File: config.mk
export PLATFORM = sky130hd
export DESIGN_NAME = memory_space_decoder_ext_bus
export DESIGN_NICKNAME = d
export VERILOG_FILES = /design/src/memdec_pkg.sv /design/src/data_route.sv /design/src/strobe_timer.sv /design/src/memory_space_decoder_ext_bus.sv
export SDC_FILE = /design/constraint.sdc
export NUM_CORES = 1
export LEC_CHECK = 0
export BUFFER_PORTS_ARGS = -buffer_cell sky130_fd_sc_hd__buf_2
export CORE_ASPECT_RATIO = 0.8
export CORE_MARGIN = 5
export CORE_UTILIZATION = 30
export CTS_BUF_LIST = sky130_fd_sc_hd__clkbuf_4 sky130_fd_sc_hd__clkbuf_8
export DETAILED_ROUTE_END_ITERATION = 10
export GPL_TIMING_DRIVEN = 0
export PLACE_DENSITY_LB_ADDON = 0.1
export SLEW_MARGIN = 10
export SYNTH_ARGS = -nofsm -noshare
export SYNTH_HDL_FRONTEND = slang
export SYNTH_HIERARCHICAL = 1
export SYNTH_SLANG_ARGS = --single-unit
File: constraint.sdc
create_clock -name clk -period 1.9 [get_ports clk]
set_clock_uncertainty 0.2 [all_clocks]
set_input_delay 0.095 -clock clk [delete_from_list [all_inputs] [get_ports clk]]
set_output_delay 0.095 -clock clk [all_outputs]
set_load 0.02 [all_outputs]
File: src/memdec_pkg.sv
// package of constants and carrier types for the memory-space decoder
// Notes on behaviour
// - drive upper address byte on high port during 16-bit external moves
// - low port multiplexes address/data and enables pull-ups while accessing external memory
// - program-store strobe pulses twice per machine cycle on external fetch
// - skip two program-store pulses per external data access cycle
// - program-store strobe stays high when no external fetch runs
// - address-latch pulses every six periods, one of the two skipped per external data access cycle
// - latch-pulse-mute bit, power control bit 5, reset clear, holds latch low
// - external data moves reaching external memory still pulse the latch
// - in mute mode latch is high in idle, low in power-down
// - internal execution fetching beyond internal memory pulses latch regardless of mute
// - external execution always pulses latch, mute bit ignored
// - board holds access select during reset; device latches it, ignores later
// - select high: fetch to 7FFF internal, 8000 to FFFF external
// - select low: every fetch comes from external program memory
// - security active: refuse internal code reads from tests or external code
// - RAM 0-127 direct and indirect, 128-255 indirect only
// - direct addresses 128-255 decode to special registers, never indirectly
// - extra RAM enabled: data-pointer moves 0-767 go to extra RAM
// - register-pointer moves use page select as upper address into extra RAM
// - internal execution leaves ports and strobes untouched on extra RAM access
// - data-pointer moves above 767 run a standard external bus cycle
// - extra RAM enabled: register-pointer moves never reach external memory
// - four banks of 8 registers at 0-31, bit area at 32-47
// - page select low two bits pick page; code 11 invalid; resets to 00
// - extra-RAM disable bit in power control; set routes moves externally
package memdec_pkg;
  localparam int          PHASES_PER_CYCLE = 12;
  localparam int          ALE_PERIOD       = 6;
  localparam logic [15:0] INT_CODE_TOP     = 16'h7FFF;
  localparam logic [15:0] XRAM_TOP         = 16'h02FF;
  localparam logic [7:0]  SFR_BASE         = 8'h80;
  localparam logic [7:0]  BANK_TOP         = 8'h1F;
  localparam logic [7:0]  BIT_AREA_LO      = 8'h20;
  localparam logic [7:0]  BIT_AREA_HI      = 8'h2F;
  localparam int          MUTE_BIT         = 5;
  localparam int          XDIS_BIT         = 6;
  localparam logic [7:0]  POWER_CTRL_REG_RESET       = 8'h00;
  localparam logic [1:0]  PAGE_RESET       = 2'b00;
  localparam logic [1:0]  PAGE_RESERVED    = 2'b11;

  typedef enum logic [2:0] {TGT_NONE, TGT_IRAM, TGT_SFR, TGT_XRAM, TGT_EXT} target_type;
  typedef enum logic [1:0] {ACC_DIRECT, ACC_INDIRECT, ACC_EXTERNAL_MOVE_OP_DATA_POINTER16, ACC_EXTERNAL_MOVE_OP_RI} access_type;

  typedef struct packed {
    logic       valid;
    access_type kind;
    logic       write;
    logic [15:0] addr;
    logic [7:0] wdata;
  } dreq_type;

  typedef struct packed {
    target_type target;
    logic [9:0] localAddr;
    logic       bitArea;
    logic [1:0] bank;
  } droute_type;

  typedef struct packed {
    logic [7:0] lowOut;
    logic       lowOeN;
    logic       lowPullup;
    logic [7:0] highOut;
    logic       highDrive;
    logic       wrStrobeN;
    logic       rdStrobeN;
  } bus_type;
endpackage : memdec_pkg

File: src/data_route.sv
// combinational decoder of data-space accesses
`timescale 1ns/10ps
`default_nettype none
module data_route (
  input  wire memdec_pkg::dreq_type   req,
  input  wire logic                   extraRamDisable,
  input  wire logic [1:0]             pageSel,
  input  wire logic [1:0]             bankSel,
  output memdec_pkg::droute_type      route
);
  import memdec_pkg::*;
  always_comb begin
    route           = '0;
    route.target    = TGT_NONE;
    route.bank      = bankSel;
    route.localAddr = {2'b00, req.addr[7:0]};
    route.bitArea   = (req.addr[7:0] >= BIT_AREA_LO) && (req.addr[7:0] <= BIT_AREA_HI);
    if (!req.valid) begin
      route.target = TGT_NONE;
    end else if (req.kind == ACC_DIRECT) begin
      route.target = (req.addr[7:0] >= SFR_BASE) ? TGT_SFR : TGT_IRAM;
    end else if (req.kind == ACC_INDIRECT) begin
      route.target = TGT_IRAM;
    end else if (req.kind == ACC_EXTERNAL_MOVE_OP_DATA_POINTER16) begin
      if (!extraRamDisable && req.addr <= XRAM_TOP) begin
        route.target    = TGT_XRAM;
        route.localAddr = req.addr[9:0];
      end else begin
        route.target = TGT_EXT;
      end
    end else begin
      if (extraRamDisable) begin
        route.target = TGT_EXT;
      end else if (pageSel == PAGE_RESERVED) begin
        route.target = TGT_NONE;
      end else begin
        route.target    = TGT_XRAM;
        route.localAddr = {pageSel, req.addr[7:0]};
      end
    end
  end
endmodule : data_route
`default_nettype wire

File: src/strobe_timer.sv
// phase counter producing latch and program-store pulse slots
`timescale 1ns/10ps
`default_nettype none
module strobe_timer #(
  parameter int PHASES = memdec_pkg::PHASES_PER_CYCLE
) (
  input  wire logic clk,
  input  wire logic rstn,
  output logic [3:0] phase,
  output logic       latchSlot,
  output logic       storeSlot,
  output logic       cycleEnd
);
  import memdec_pkg::*;
  logic [3:0] phase_r;
  logic [3:0] phase_nxt;
  always_comb begin
    phase_nxt = (phase_r == 4'(PHASES - 1)) ? 4'h0 : phase_r + 4'h1;
  end
  always_ff @(posedge clk or negedge rstn) begin
    if (!rstn) begin
      phase_r <= 4'h0;
    end else begin
      phase_r <= phase_nxt;
    end
  end
  assign phase     = phase_r;
  // one latch slot every six periods, store slot two periods later
  assign latchSlot = (phase_r == 4'h0) || (phase_r == 4'(ALE_PERIOD));
  assign storeSlot = (phase_r == 4'h2) || (phase_r == 4'(ALE_PERIOD + 2));
  assign cycleEnd  = (phase_r == 4'(PHASES - 1));
endmodule : strobe_timer
`default_nettype wire

File: src/memory_space_decoder_ext_bus.sv
// top: program/data space decoding and external bus strobes
`timescale 1ns/10ps
`default_nettype none
module memory_space_decoder_ext_bus (
  input  wire logic                  clk,
  input  wire logic                  rstn,
  input  wire logic                  extAccessSelPin,
  input  wire logic                  securityOn,
  input  wire logic                  testRead,
  input  wire logic [15:0]           fetchAddr,
  input  wire logic                  fetchReq,
  input  wire logic                  codeMoveReq,
  input  wire logic [15:0]           codeMoveAddr,
  input  wire memdec_pkg::dreq_type  dataReq,
  input  wire logic [1:0]            bankSel,
  input  wire logic                  pconWrite,
  input  wire logic [7:0]            pconWdata,
  input  wire logic                  pageWrite,
  input  wire logic [7:0]            pageWdata,
  input  wire logic                  idleMode,
  input  wire logic                  powerDown,
  input  wire logic [7:0]            lowPortIn,
  output logic [7:0]                 powerCtrlReg,
  output logic [7:0]                 extraRamPageSel,
  output logic                       extExecLatched,
  output logic                       fetchInternal,
  output logic                       codeReadRefused,
  output memdec_pkg::droute_type     dataRoute,
  output memdec_pkg::bus_type        bus,
  output logic [7:0]                 extReadData,
  output logic                       addrLatchOut,
  output logic                       progStoreStrobeN
);
  import memdec_pkg::*;

  logic [1:0]  eaSync_r;
  logic        eaHigh_r;
  logic        eaHigh_nxt;
  logic        resetSeen_r;
  logic [7:0]  power_ctrl_reg_r;
  logic [7:0]  power_ctrl_reg_nxt;
  logic [1:0]  page_r;
  logic [1:0]  page_nxt;
  logic [3:0]  phase;
  logic        latchSlot;
  logic        storeSlot;
  logic        cycleEnd;
  logic        extDataCycle_r;
  logic        extDataCycle_nxt;
  dreq_type    heldReq_r;
  dreq_type    heldReq_nxt;
  bus_type     bus_r;
  bus_type     bus_nxt;
  logic        ale_r;
  logic        ale_nxt;
  logic        prog_store_strobe_r;
  logic        prog_store_strobe_nxt;
  logic [7:0]  rdata_r;
  logic [7:0]  rdata_nxt;
  logic        extFetch;
  logic        mute;
  droute_type  route;

  // pin comes from the board, so synchronise before use
  // no reset here: the pin must be sampled while reset is held, else release always latches zero
  always_ff @(posedge clk) begin
    eaSync_r <= {eaSync_r[0], extAccessSelPin};
  end

  // capture once, on the first edge after release; the pin is ignored thereafter
  always_comb begin
    eaHigh_nxt = resetSeen_r ? eaHigh_r : eaSync_r[1];
  end

  always_ff @(posedge clk or negedge rstn) begin
    if (!rstn) begin
      eaHigh_r    <= 1'b0;
      resetSeen_r <= 1'b0;
    end else begin
      eaHigh_r    <= eaHigh_nxt;
      resetSeen_r <= 1'b1;
    end
  end

  // power control and page select registers
  always_comb begin
    power_ctrl_reg_nxt = pconWrite ? pconWdata : power_ctrl_reg_r;
    page_nxt = pageWrite ? pageWdata[1:0] : page_r;
  end

  always_ff @(posedge clk or negedge rstn) begin
    if (!rstn) begin
      power_ctrl_reg_r <= POWER_CTRL_REG_RESET;
      page_r <= PAGE_RESET;
    end else begin
      power_ctrl_reg_r <= power_ctrl_reg_nxt;
      page_r <= page_nxt;
    end
  end

  strobe_timer #(
    .PHASES (PHASES_PER_CYCLE)
  ) timer (
    .clk       (clk),
    .rstn      (rstn),
    .phase     (phase),
    .latchSlot (latchSlot),
    .storeSlot (storeSlot),
    .cycleEnd  (cycleEnd)
  );

  data_route router (
    .req             (dataReq),
    .extraRamDisable (power_ctrl_reg_r[XDIS_BIT]),
    .pageSel         (page_r),
    .bankSel         (bankSel),
    .route           (route)
  );

  // program space decode
  assign fetchInternal = eaHigh_r && (fetchAddr <= INT_CODE_TOP);
  assign extFetch      = fetchReq && !fetchInternal;
  assign mute          = power_ctrl_reg_r[MUTE_BIT];

  // with security on, code reads from external space or test modes see nothing of internal code
  always_comb begin
    codeReadRefused = securityOn && (testRead || (codeMoveReq && !fetchInternal
                      && eaHigh_r && codeMoveAddr <= INT_CODE_TOP));
  end

  // external data cycle spans one machine cycle, taken at cycle boundary
  always_comb begin
    extDataCycle_nxt = extDataCycle_r;
    heldReq_nxt      = heldReq_r;
    if (cycleEnd) begin
      extDataCycle_nxt = dataReq.valid && (route.target == TGT_EXT);
      heldReq_nxt      = dataReq;
    end
  end

  always_ff @(posedge clk or negedge rstn) begin
    if (!rstn) begin
      extDataCycle_r <= 1'b0;
      heldReq_r      <= '0;
    end else begin
      extDataCycle_r <= extDataCycle_nxt;
      heldReq_r      <= heldReq_nxt;
    end
  end

  // strobes and bus drive
  always_comb begin
    ale_nxt  = 1'b0;
    prog_store_strobe_nxt = 1'b1;
    if (powerDown && mute) begin
      ale_nxt = 1'b0;
    end else if (idleMode && mute) begin
      ale_nxt = 1'b1;
    end else if (extDataCycle_r) begin
      // one latch pulse for the data address, the fetch slots are dropped
      ale_nxt = (phase == 4'(ALE_PERIOD));
    end else if (!mute || !eaHigh_r || extFetch) begin
      ale_nxt = latchSlot;
    end else begin
      ale_nxt = 1'b0;
    end
    if (extFetch && !extDataCycle_r && !idleMode && !powerDown) begin
      prog_store_strobe_nxt = !storeSlot;
    end
  end

  always_comb begin
    bus_nxt           = '0;
    bus_nxt.lowOeN    = 1'b1;
    bus_nxt.wrStrobeN = 1'b1;
    bus_nxt.rdStrobeN = 1'b1;
    rdata_nxt         = rdata_r;
    if (extDataCycle_r) begin
      bus_nxt.lowPullup = 1'b1;
      bus_nxt.highDrive = (heldReq_r.kind == ACC_EXTERNAL_MOVE_OP_DATA_POINTER16);
      bus_nxt.highOut   = heldReq_r.addr[15:8];
      if (phase < 4'(ALE_PERIOD + 1)) begin
        bus_nxt.lowOut = heldReq_r.addr[7:0];
        bus_nxt.lowOeN = 1'b0;
      end else if (heldReq_r.write) begin
        bus_nxt.lowOut    = heldReq_r.wdata;
        bus_nxt.lowOeN    = 1'b0;
        bus_nxt.wrStrobeN = (phase == 4'(PHASES_PER_CYCLE - 1));
      end else begin
        bus_nxt.rdStrobeN = (phase == 4'(PHASES_PER_CYCLE - 1));
        if (phase == 4'(PHASES_PER_CYCLE - 2)) begin
          rdata_nxt = lowPortIn;
        end
      end
    end else if (extFetch) begin
      bus_nxt.lowPullup = 1'b1;
      bus_nxt.highDrive = 1'b1;
      bus_nxt.highOut   = fetchAddr[15:8];
      bus_nxt.lowOut    = fetchAddr[7:0];
      bus_nxt.lowOeN    = !latchSlot;
    end
  end

  always_ff @(posedge clk or negedge rstn) begin
    if (!rstn) begin
      ale_r   <= 1'b0;
      prog_store_strobe_r  <= 1'b1;
      bus_r   <= '{lowOut: 8'h00, lowOeN: 1'b1, lowPullup: 1'b0, highOut: 8'h00,
                   highDrive: 1'b0, wrStrobeN: 1'b1, rdStrobeN: 1'b1};
      rdata_r <= 8'h00;
    end else begin
      ale_r   <= ale_nxt;
      prog_store_strobe_r  <= prog_store_strobe_nxt;
      bus_r   <= bus_nxt;
      rdata_r <= rdata_nxt;
    end
  end

  assign powerCtrlReg     = power_ctrl_reg_r;
  assign extraRamPageSel  = {6'b00_0000, page_r};
  assign extExecLatched   = !eaHigh_r;
  assign dataRoute        = route;
  assign bus              = bus_r;
  assign extReadData      = rdata_r;
  assign addrLatchOut     = ale_r;
  assign progStoreStrobeN = prog_store_strobe_r;
endmodule : memory_space_decoder_ext_bus
`default_nettype wire

* Word-level counts from Yosys, hierarchy flattened
Cells that the tools add are included.
Cells by class: add/subtract/negate cells 1, bitwise logic cells 2, $lt $le $gt $ge 7, reduce and logical (&&, ||, !) cells 31, muxes and demuxes 28, eq/ne operators 10
Operators by type and width (count):
- $mux 10 | 6
- $mux 19 | 2
- $le 16x15->1 const B | 2
- $mux 9 | 2
- $le 16x10->1 const B | 1
- $mux 3 | 5
- $logic_and 1x1->1 | 14
- $mux 13 | 1
- $eq 4x4->1 const B | 3
- $logic_not 1->1 | 9
- $ge 8x6->1 const B | 1
- $ge 8x8->1 const B | 1
- $le 8x6->1 const B | 1
- $mux 2 | 4
- $mux 1 | 7
- $eq 2x2->1 const B | 3
- $logic_or 1x1->1 | 5
- $add 4x1->4 const B | 1
- $eq 4x2->1 const B | 1
- $eq 4x3->1 const B | 1
- $logic_not 4->1 | 1
- $lt 4x3->1 const B | 1
- $mux 4 | 1
- $reduce_and 4->1 | 1
- other kinds (4) | 5
Storage, ports and cells: bits of input ports 97, flip-flop bits (word level) 77, output and inout port bits 66, word-level logic and storage cells 100

* Depth between registers and ports, before layout
Gate-level depths: netlist of the first run.
depth in word-level cells 9, depth in mapped cells 7, mapped depth without buffers 6

* Cells and area by module
Netlist of the first run, hierarchy kept.
Modules (own cells, without submodules):
- memory_space_decoder_ext_bus | cells an instance 196, seq. area each 1821.7 um^2, area an instance 2889.0 um^2, instances 1
- data_route | cells an instance 33, seq. area each 0.0 um^2, area an instance 269.0 um^2, instances 1
- strobe_timer | cells an instance 22, seq. area each 100.1 um^2, area an instance 224.0 um^2, instances 1

* Worst setup path before layout of the first run
No wires, ideal clock.
path type register -> register, start register timer.phase_r[1], in the netlist timer/phase[1], end register heldReq_r[16] in the netlist's numbering, period minus slack after synthesis 2047 ps, slack -147 ps, setup time 125 ps, required time 1575 ps, cell stages (with the launch flop) 7, buffers on the path 2, data arrival time 1723 ps, cells stage by stage dfrtp_1 ha_1 nand2b_4 nor2_1 buf_2 buf_2 mux2_2
On the way: longest elaborated chain between the ends 1
Ends and longest elaborated chain:
- start, declared | line strobe_timer.sv:15 | logic [3:0] phase_r;
- start signal, assigned | line strobe_timer.sv:24 | phase_r <= phase_nxt;
- $eq 4x4->1 | line strobe_timer.sv:31 | assign cycleEnd = (phase_r == 4'(PHASES - 1));
- named net cycleEnd | line memory_space_decoder_ext_bus.sv:47 | logic cycleEnd;
- end signal, assigned | line memory_space_decoder_ext_bus.sv:147 | heldReq_r <= heldReq_nxt;
- end, declared | line memory_space_decoder_ext_bus.sv:50 | dreq_type heldReq_r;
The timed path passes the listed nets, and every way through them passes these cells. A chain may end at the register's enable or synchronous reset.

==> results.json, run 1 <==
{
  "run_status": "complete, no violations",
  "power.ir.vdd_worst_v": 0.000442,
  "worst_path_largest_cell_delay_ns": 0.42,
  "postSynthAreaPerCell_um2": 13.5,
  "min_period_over_period": 0.992,
  "areaGrowthSynthToFinish_pct": 56.1,
  "die-width_um": 129,
  "slew_headroom": 0.607,
  "timing.critical_path.cells": "buf_4 -> and4b_2 -> a32oi_1 -> o21ai_2 -> buf_6",
  "synth_ff_type": "sky130_fd_sc_hd__dfrtp_1",
  "route.antenna.remaining_nets": 0,
  "post_route_cells_drive_above_1_share": 0.519,
  "dr.pass1.iters": 4,
  "drt_first_iter_violations": 163,
  "via_count": 2755,
  "initial_cell_density_of_the_core": 0.309,
  "grt_max_degree": 42,
  "critical_path.startpoint_type": "register",
  "remaining_global_route_overflow": 0,
  "number_of_flops_mapped_to_enable_cells_by_yosys": 0,
  "post_synth_inst_count": 251,
  "sequential_cell_area_fraction_in_the_yosys_report": 0.568,
  "std_cell_rows": 34,
  "root_buffer": "sky130_fd_sc_hd__clkbuf_8",
  "cts-htree-levels": 3,
  "synth_async_sr_flop_share": 0.974,
  "min_path_type": "in2async",
  "clk_latency_ns": 0.34,
  "dpl_worst_slack_ns": -0.178,
  "number_of_storage_elements_in_the_synthesis_netlist": 77,
  "cellLeakagePower_nw": 2.49,
  "design.die.area_mm2": 0.0135,
  "slew_violations": 0,
  "cap_viol_max_count": 0,
  "critPathSlowestCell": "sky130_fd_sc_hd__dfrtp_2",
  "path_clk_slew_ns": 0.08,
  "dp_hpwl_mm": 6.29,
  "grt_first_pass_wirelength_mm": 15.2,
  "worst_slew_pin_slew_ns": 0.588,
  "route.detailed.vias_per_inst": 4.40,
  "timing.critical_path.to_type": "output pin",
  "grt_setup_unrepaired": "yes",
  "port-buffer-count": 132,
  "syn-cell-area_mm2": 0.00338,
  "route.detailed.drc": 0,
  "timing.critical_path.fanout_max": 4,
  "final_nets": 577,
  "layout_common_cells": "127 x sky130_fd_sc_hd__buf_2, 70 x sky130_fd_sc_hd__dlygate4sd3_1, 66 x sky130_fd_sc_hd__dfrtp_1",
  "critPathArrivalTime_ns": 1.59,
  "number_of_antenna_violations_at_the_first_check_in_global_routing": 0,
  "top_level_ports": 163,
  "wl_per_cell_um": 14.9,
  "cellPowerDensity_mw_per_mm2": 709,
  "layoutNonFillerInstCount": 626,
  "synth_cell_types": 49,
  "coreArea_mm2": 0.0109,
  "hold_viol": 0,
  "numClockSinks": 77,
  "place_congestion": 0.707,
  "first_global_vias": 3041,
  "cts_made_buffers": 9,
  "report.final.setup_viol": 0,
  "max_freq_ghz": 0.531,
  "timing.setup.critical_path_class": "reg2out",
  "layout.cells.most_common": "sky130_fd_sc_hd__buf_2",
  "timing.critical_path.required_ns": 1.60,
  "finalWorstSetupSlack_ns": 0.0158,
  "grtUsageTotal": 0.141,
  "routed_wl_mm": 9.33,
  "num_antenna_cells": 0,
  "cts_tree": "done",
  "yosysWarningCount": 6,
  "clock_path_buffers": 2,
  "die_h_um": 105,
  "final.min_clock_period_ns": 1.88,
  "post-place-cells": 533
}
-- registers in the layout, summed over array words and instances, names as in the netlist, 2 cells and up --
signal        cells
heldReq_r        27
bus              21
page_r            2
eaSync_r          2
timer/phase       4
extReadData       8
powerCtrlReg      8
-- what timing repair did --
action | CTS | global route
endpoints found under the setup margin | 21 | 29
resized for setup | 4 | 13
gates cloned | 0 | 1
setup buffers | 5 | 2
hold endpoints to repair | 141 | 0
pin swaps | 0 | 2
hold buffers | 70 | 0
-- stage by stage --
stage          TNS, ns  total power (W)  area (um2)  hold WS (ns)   util
5_1_grt         -0.229          0.00393        5280        0.0622  0.483
3_3_place_gp     -5.57          0.00237        4250      0.000917  0.389
4_1_cts        -0.0362          0.00379        5220        0.0546  0.477
3_5_place_dp     -1.80          0.00239        4280        -0.109  0.391
2_1_floorplan        0          0.00212        3410        -0.401      -
6_report             0          0.00374        5280        0.0428  0.483
-- cells by family (layout without fill, tap and decap cells) --
group | after synthesis | in the layout | share of synthesized area
other cells | 2 | 7 | 0.00222
mux | 49 | 49 | 0.162
flops | 77 | 77 | 0.568
compound gates | 34 | 34 | 0.0840
buf+inv | 30 | 256 | 0.0555
fa+ha+maj | 3 | 3 | 0.0111
simple gates | 56 | 56 | 0.117
-- metal layers --
metal / routed length, um / share of wire / track usage / vias up
met5: 0 / 0 / 0 / -
met4: 141 / 0.015 / 0.0382 / 0
met3: 655 / 0.070 / 0.0444 / 12
li1: - / - / - / 1340
met1: 4150 / 0.44 / 0.178 / 1311
met2: 4380 / 0.47 / 0.233 / 92
-- synthesized netlist by cell type, types with 2 or more instances --
cell type	count	area share
sky130_fd_sc_hd__a221o_1	8	0.024
sky130_fd_sc_hd__a22o_1	7	0.018
sky130_fd_sc_hd__a31oi_2	2	0.0074
sky130_fd_sc_hd__buf_2	3	0.0044
sky130_fd_sc_hd__buf_4	17	0.038
sky130_fd_sc_hd__clkbuf_1	2	0.0022
sky130_fd_sc_hd__conb_1	2	0.0022
sky130_fd_sc_hd__dfrtp_1	71	0.53
sky130_fd_sc_hd__dfstp_2	4	0.031
sky130_fd_sc_hd__dfxtp_1	2	0.012
sky130_fd_sc_hd__ha_1	3	0.011
sky130_fd_sc_hd__inv_1	6	0.0067
sky130_fd_sc_hd__mux2_2	47	0.16
sky130_fd_sc_hd__mux2i_1	2	0.0059
sky130_fd_sc_hd__nand2_1	11	0.012
sky130_fd_sc_hd__nand2b_1	6	0.011
sky130_fd_sc_hd__nand3_1	4	0.0059
sky130_fd_sc_hd__nand3b_1	2	0.0044
sky130_fd_sc_hd__nor2_1	8	0.0089
sky130_fd_sc_hd__nor3b_1	8	0.018
sky130_fd_sc_hd__nor4_4	2	0.013
sky130_fd_sc_hd__o21ai_0	4	0.0059
sky130_fd_sc_hd__o21ai_1	4	0.0059
-- cell type report --
class,instances,area (um2)
Multi-Input combinational cell,149,1310
Tap cell,144,180
Clock inverter,4,47.5
Inverter,7,26.3
Clock buffer,12,153
Buffer,22,165
Fill cell,1011,5650
Timing Repair Buffer,211,1470
Sequential cell,77,1930
-- power by group --
part / internal (W) / total [W] / switching [W] / leakage, nW
Sequential: 0.00174 / 0.00179 / 0.0000498 / 0.911
Combinational: 0.000348 / 0.000680 / 0.000332 / 1.48
Clock: 0.000669 / 0.00127 / 0.000600 / 0.103
-- worst max-delay path: cells and delay by family (launching register included) --
kind,cells,cell delay (ns)
compound gates,2,0.32
flops,1,0.42
simple gates,1,0.24
buf+inv,2,0.27
-- final timing paths --
check,from,endpoint,slack [ns],cells after the start
worst max-delay path,powerCtrlReg[6],dataRoute[13],0.02,5
worst min-delay path,rstn,bus[7],0.04,2
worst max register to register,timer/phase[1],heldReq_r[4],0.11,5
worst min register to register,eaSync_r[0],eaSync_r[1],0.13,0
max in group asynchronous,rstn,progStoreStrobeN,0.83,3
min in group clk,pconWrite,powerCtrlReg[0],0.06,2
No activity file was read; power rests on OpenSTA's default activity.
==> run 2: changes to the inputs <==
Settings changed: CORE_ASPECT_RATIO 0.8 to 0.7, RECOVER_POWER set to 25.
==> results.json, run 2 (synthesis results as in run 1) <==
{
  "top_level_ports": 163,
  "dp_hpwl_mm": 6.45,
  "place_congestion": 0.725,
  "rrSetupSlack_ns": 0.09,
  "die-width_um": 137,
  "post_route_cells_drive_above_1_share": 0.510,
  "timing.setup.critical_path_class": "reg2out",
  "via_count": 2736,
  "timing.critical_path.required_ns": 1.60,
  "dr.pass1.iters": 4,
  "grt_first_pass_wirelength_mm": 15.0,
  "grt_setup_unrepaired": "yes",
  "design.die.area_mm2": 0.0135,
  "path_clk_slew_ns": 0.08,
  "routed_wl_mm": 9.60,
  "worst_slew_pin_slew_ns": 0.736,
  "initial_cell_density_of_the_core": 0.307,
  "cts_made_buffers": 9,
  "cellPowerDensity_mw_per_mm2": 709,
  "final_nets": 573,
  "route.detailed.vias_per_inst": 4.34,
  "coreArea_mm2": 0.0110,
  "wl_per_cell_um": 15.2,
  "grtUsageTotal": 0.143,
  "remaining_global_route_overflow": 0,
  "cellLeakagePower_nw": 2.46,
  "min_period_over_period": 0.988,
  "critPathCapture": "dataRoute[11]",
  "port-buffer-count": 132,
  "dpl_cell_area_mm2": 0.00429,
  "worstRegToRegCells": 4,
  "worst_flop_to_flop_path_startpoint": "timer/phase[2]",
  "timing.critical_path.fanout_max": 4,
  "critical_path.startpoint_type": "register",
  "min_path_type": "in2reg",
  "drt_first_iter_violations": 75,
  "report.final.setup_viol": 0,
  "root_buffer": "sky130_fd_sc_hd__clkbuf_8",
  "route.detailed.drc": 0,
  "postLayoutCellArea_mm2": 0.00524,
  "first_global_vias": 2902,
  "max_flop_register": "heldReq_r",
  "timing.critical_path.to_type": "output pin",
  "std_cell_rows": 32,
  "layoutNonFillerInstCount": 631,
  "critPathArrivalTime_ns": 1.58,
  "cap_viol_max_count": 0,
  "final.min_clock_period_ns": 1.88,
  "layout.cells.most_common": "sky130_fd_sc_hd__buf_2",
  "slew_headroom": 0.509,
  "hold_viol": 0,
  "first_element_of_the_critical_path": "powerCtrlReg[6]",
  "largest_register_ffs": 27,
  "reg2reg_to": "heldReq_r[21]",
  "clock_path_buffers": 2,
  "slew_violations": 0,
  "route.antenna.remaining_nets": 0,
  "holdCritStartpoint": "pconWrite",
  "grt_max_degree": 49,
  "power.ir.vdd_worst_v": 0.000436,
  "dpl_worst_slack_ns": -0.175,
  "die_h_um": 98.8,
  "num_antenna_cells": 0,
  "cts_tree": "done",
  "fillCellCount": 1030,
  "areaGrowthSynthToFinish_pct": 54.8,
  "clk_latency_ns": 0.34,
  "numClockSinks": 77,
  "max_freq_ghz": 0.533,
  "layout_common_cells": "124 x sky130_fd_sc_hd__buf_2, 70 x sky130_fd_sc_hd__dlygate4sd3_1, 66 x sky130_fd_sc_hd__dfrtp_1",
  "run_status": "complete, no violations",
  "cts-htree-levels": 3,
  "post-place-cells": 542,
  "number_of_antenna_violations_at_the_first_check_in_global_routing": 0,
  "finalWorstSetupSlack_ns": 0.0228
}
==> run 2: cell types whose count changed in the layout (fill, tap and decap cells not counted) <==
| cell | delta |
|---|---|
| sky130_fd_sc_hd__buf_4 | -4 |
| sky130_fd_sc_hd__buf_2 | -3 |
| sky130_fd_sc_hd__clkbuf_1 | +2 |
| sky130_fd_sc_hd__buf_16 | -1 |
| sky130_fd_sc_hd__buf_6 | +1 |
| sky130_fd_sc_hd__clkbuf_2 | +1 |
| sky130_fd_sc_hd__clkbuf_4 | +1 |
| sky130_fd_sc_hd__clkbuf_8 | -1 |
| sky130_fd_sc_hd__clkinv_4 | +1 |
| sky130_fd_sc_hd__clkinvlp_4 | -1 |
==> run 2: what timing repair did <==
action	4_1_cts	5_1_grt
endpoints found under the setup margin	21	34
endpoints found under the hold margin	140	0
cloned	0	1
buffers inserted	2	1
pin swaps	0	1
resized for setup	6	13
hold buffers	70	0
==> run 2: worst min path at each step <==
stage	endpoint	slack, ns	cells after the start
floorplan	addrLatchOut	-0.40	0
global placement	eaSync_r[0]	0.001	1
detailed placement	heldReq_r[16]	-0.14	1
CTS	heldReq_r[16]	0.02	2
global route	powerCtrlReg[1]	0.05	2
finish	powerCtrlReg[4]	0.06	2
==> run 2: report_power, final <==
group	internal, W	switching (W)
registers	0.00174	0.0000518
logic	0.000341	0.000335
clock network	0.000650	0.000589
==> run 2: cell type report <==
| cell class | count | area (um2) | area share |
|---|---|---|---|
| Buffer | 22 | 165 | 0.0315 |
| Clock buffer | 12 | 146 | 0.0280 |
| Clock inverter | 4 | 48.8 | 0.00932 |
| Inverter | 7 | 26.3 | 0.00502 |
| Multi-Input combinational cell | 149 | 1310 | 0.250 |
| Sequential cell | 77 | 1930 | 0.368 |
| Tap cell | 153 | 191 | 0.0366 |
| Timing Repair Buffer | 207 | 1420 | 0.271 |
==> run 2: metrics by stage <==
step	hold slack (ns)	utilization	TNS [ns]	power, W
global route	0.0452	0.476	-0.661	0.00392
detailed placement	-0.140	0.390	-1.83	0.00239
floorplan	-0.401	-	0	0.00212
CTS	0.0240	0.473	-0.00777	0.00378
global placement	0.00103	0.387	-5.80	0.00237
finish	0.0589	0.476	0	0.00371
==> run 2: layer usage <==
layer,share of wire,vias to the layer above,GRT usage
met3,0.062,10,0.0423
met5,0,-,0
met4,0.012,0,0.0429
met2,0.45,97,0.221
met1,0.47,1304,0.194
li1,-,1325,-
==> run 2: critical path, stage by stage (launching register included) <==
cell                      delay [ns]
sky130_fd_sc_hd__dfrtp_2        0.45
sky130_fd_sc_hd__nor4_4         0.23
sky130_fd_sc_hd__nand4_2        0.20
sky130_fd_sc_hd__o21ai_1        0.19
sky130_fd_sc_hd__buf_4          0.16
==> run 3: changes to the inputs <==
Settings changed: CORE_MARGIN 5 to 2.
==> results.json, run 3 (synthesis results as in run 1) <==
{
  "run_status": "complete, no violations",
  "report.power.total_w": 0.00383,
  "dp_hpwl_mm": 5.91,
  "layout.cells.most_common": "sky130_fd_sc_hd__buf_2",
  "combinationalPowerShare": 0.178,
  "hold_viol": 0,
  "clock_path_buffers": 2,
  "drt_first_iter_violations": 60,
  "critPathCapture": "dataRoute[13]",
  "via_count": 2739,
  "critical_path.startpoint_type": "input port",
  "timing.critical_path.fanout_max": 4,
  "cap_viol_max_count": 0,
  "worst_flop_to_flop_path_startpoint": "timer/phase[0]",
  "cell_internal_pwr_w": 0.00284,
  "initial_cell_density_of_the_core": 0.307,
  "wl_per_cell_um": 14.1,
  "grt_first_pass_wirelength_mm": 14.0,
  "slew_headroom": 0.613,
  "grtUsageTotal": 0.153,
  "place_congestion": 0.732,
  "route.detailed.drc": 0,
  "fillCellCount": 1008,
  "switching_power_w": 0.000992,
  "dpl_worst_slack_ns": -0.158,
  "post-place-cells": 542,
  "route.detailed.vias_per_inst": 4.34,
  "std_cell_rows": 32,
  "rrSetupSlack_ns": 0.14,
  "reg2reg_to": "heldReq_r[23]",
  "first_global_vias": 2808,
  "cts-htree-levels": 3,
  "worstRegToRegCells": 5,
  "number_of_antenna_violations_at_the_first_check_in_global_routing": 0,
  "critPathArrivalTime_ns": 1.60,
  "port-buffer-count": 132,
  "cellPowerDensity_mw_per_mm2": 723,
  "timing.critical_path.to_type": "output pin",
  "slew_violations": 0,
  "timing.setup.critical_path_class": "in2out",
  "first_element_of_the_critical_path": "dataReq[18]",
  "min_path_type": "in2reg",
  "layout_common_cells": "124 x sky130_fd_sc_hd__buf_2, 71 x sky130_fd_sc_hd__dlygate4sd3_1, 66 x sky130_fd_sc_hd__dfrtp_1",
  "largest_register_ffs": 27,
  "max_freq_ghz": 0.529,
  "cellLeakagePower_nw": 2.46,
  "areaGrowthSynthToFinish_pct": 56.8,
  "final.min_clock_period_ns": 1.89,
  "postLayoutCoreUtil": 0.481,
  "max_flop_register": "heldReq_r",
  "cts_made_buffers": 9,
  "switching_share": 0.259,
  "routed_wl_mm": 8.91,
  "final_nets": 573,
  "timing.critical_path.required_ns": 1.60,
  "die_h_um": 92.8,
  "cts_tree": "done",
  "num_antenna_cells": 0,
  "report.final.setup_viol": 0,
  "top_level_ports": 163,
  "coreArea_mm2": 0.0110,
  "clk_latency_ns": 0.35,
  "remaining_global_route_overflow": 0,
  "worst_slew_pin_slew_ns": 0.579,
  "power.ir.vdd_worst_v": 0.000407,
  "dr.pass1.iters": 6,
  "route.antenna.remaining_nets": 0,
  "finalWorstSetupSlack_ns": 0.00957,
  "root_buffer": "sky130_fd_sc_hd__clkbuf_8",
  "layoutNonFillerInstCount": 631,
  "die-width_um": 131,
  "clock_power_share": 0.355,
  "grt_max_degree": 56,
  "grt_setup_unrepaired": "yes",
  "design.die.area_mm2": 0.0122,
  "min_period_over_period": 0.995,
  "post_route_cells_drive_above_1_share": 0.510,
  "path_clk_slew_ns": 0.07,
  "numClockSinks": 77,
  "seqPwrFrac": 0.468
}
[run 3: power groups by stage]
stage                     Sequential [W]  Combinational, W  Clock, W
after floorplan                  0.00191          0.000210         0
after global placement           0.00182          0.000545         0
after detailed placement         0.00183          0.000558         0
after CTS                        0.00180          0.000678   0.00143
after global routing             0.00181          0.000743   0.00151
final                            0.00179          0.000681   0.00136
[run 3: final cells by class]
type,count,area [um2],area share
Inverter,7,26.3,0.00496
Tap cell,153,191,0.0361
Clock inverter,6,87.6,0.0165
Sequential cell,77,1930,0.364
Timing Repair Buffer,207,1450,0.274
Multi-Input combinational cell,149,1320,0.249
Buffer,22,163,0.0307
Clock buffer,10,131,0.0248
[run 3: repair_timing]
item                                    CTS  global route
endpoints found under the setup margin   21            50
pin swaps                                 0             6
setup buffers                             3             1
gates resized for setup                   5            14
hold buffers                             71             1
endpoints found under the hold margin   139            20
[run 3: how the worst min path moves through the flow]
stage,slack [ns],to,cells after the start,startpoint
2_1_floorplan,-0.40,addrLatchOut,0,rstn
3_3_place_gp,-0.001,eaSync_r[0],1,extAccessSelPin
3_5_place_dp,-0.19,bus[4],1,rstn
4_1_cts,0.06,powerCtrlReg[5],2,pconWrite
5_1_grt,0.08,powerCtrlReg[4],2,pconWrite
6_report,0.05,powerCtrlReg[5],2,pconWrite
[run 3: critical path, stage by stage]
cell and delay, ns:
sky130_fd_sc_hd__dlygate4sd3_1 0.59, sky130_fd_sc_hd__nor4_4 0.39, sky130_fd_sc_hd__nand4_4 0.17, sky130_fd_sc_hd__o21ai_2 0.21, sky130_fd_sc_hd__buf_6 0.14
[run 3: routing by layer]
metal,vias up,global-route usage,share of wire
li1,1334,-,-
met1,1303,0.200,0.48
met2,95,0.248,0.45
met3,7,0.0485,0.056
met4,0,0.0372,0.011
met5,-,0,0
[run 3: per-stage QoR]
| step | area, um2 | setup TNS (ns) | hold WS (ns) |
|---|---|---|---|
| after floorplan | 3410 | 0 | -0.401 |
| after global placement | 4260 | -5.46 | -0.00107 |
| final | 5300 | 0 | 0.0530 |
| after CTS | 5250 | 0 | 0.0593 |
| after detailed placement | 4290 | -1.45 | -0.185 |
| after global routing | 5300 | -0.386 | 0.0786 |
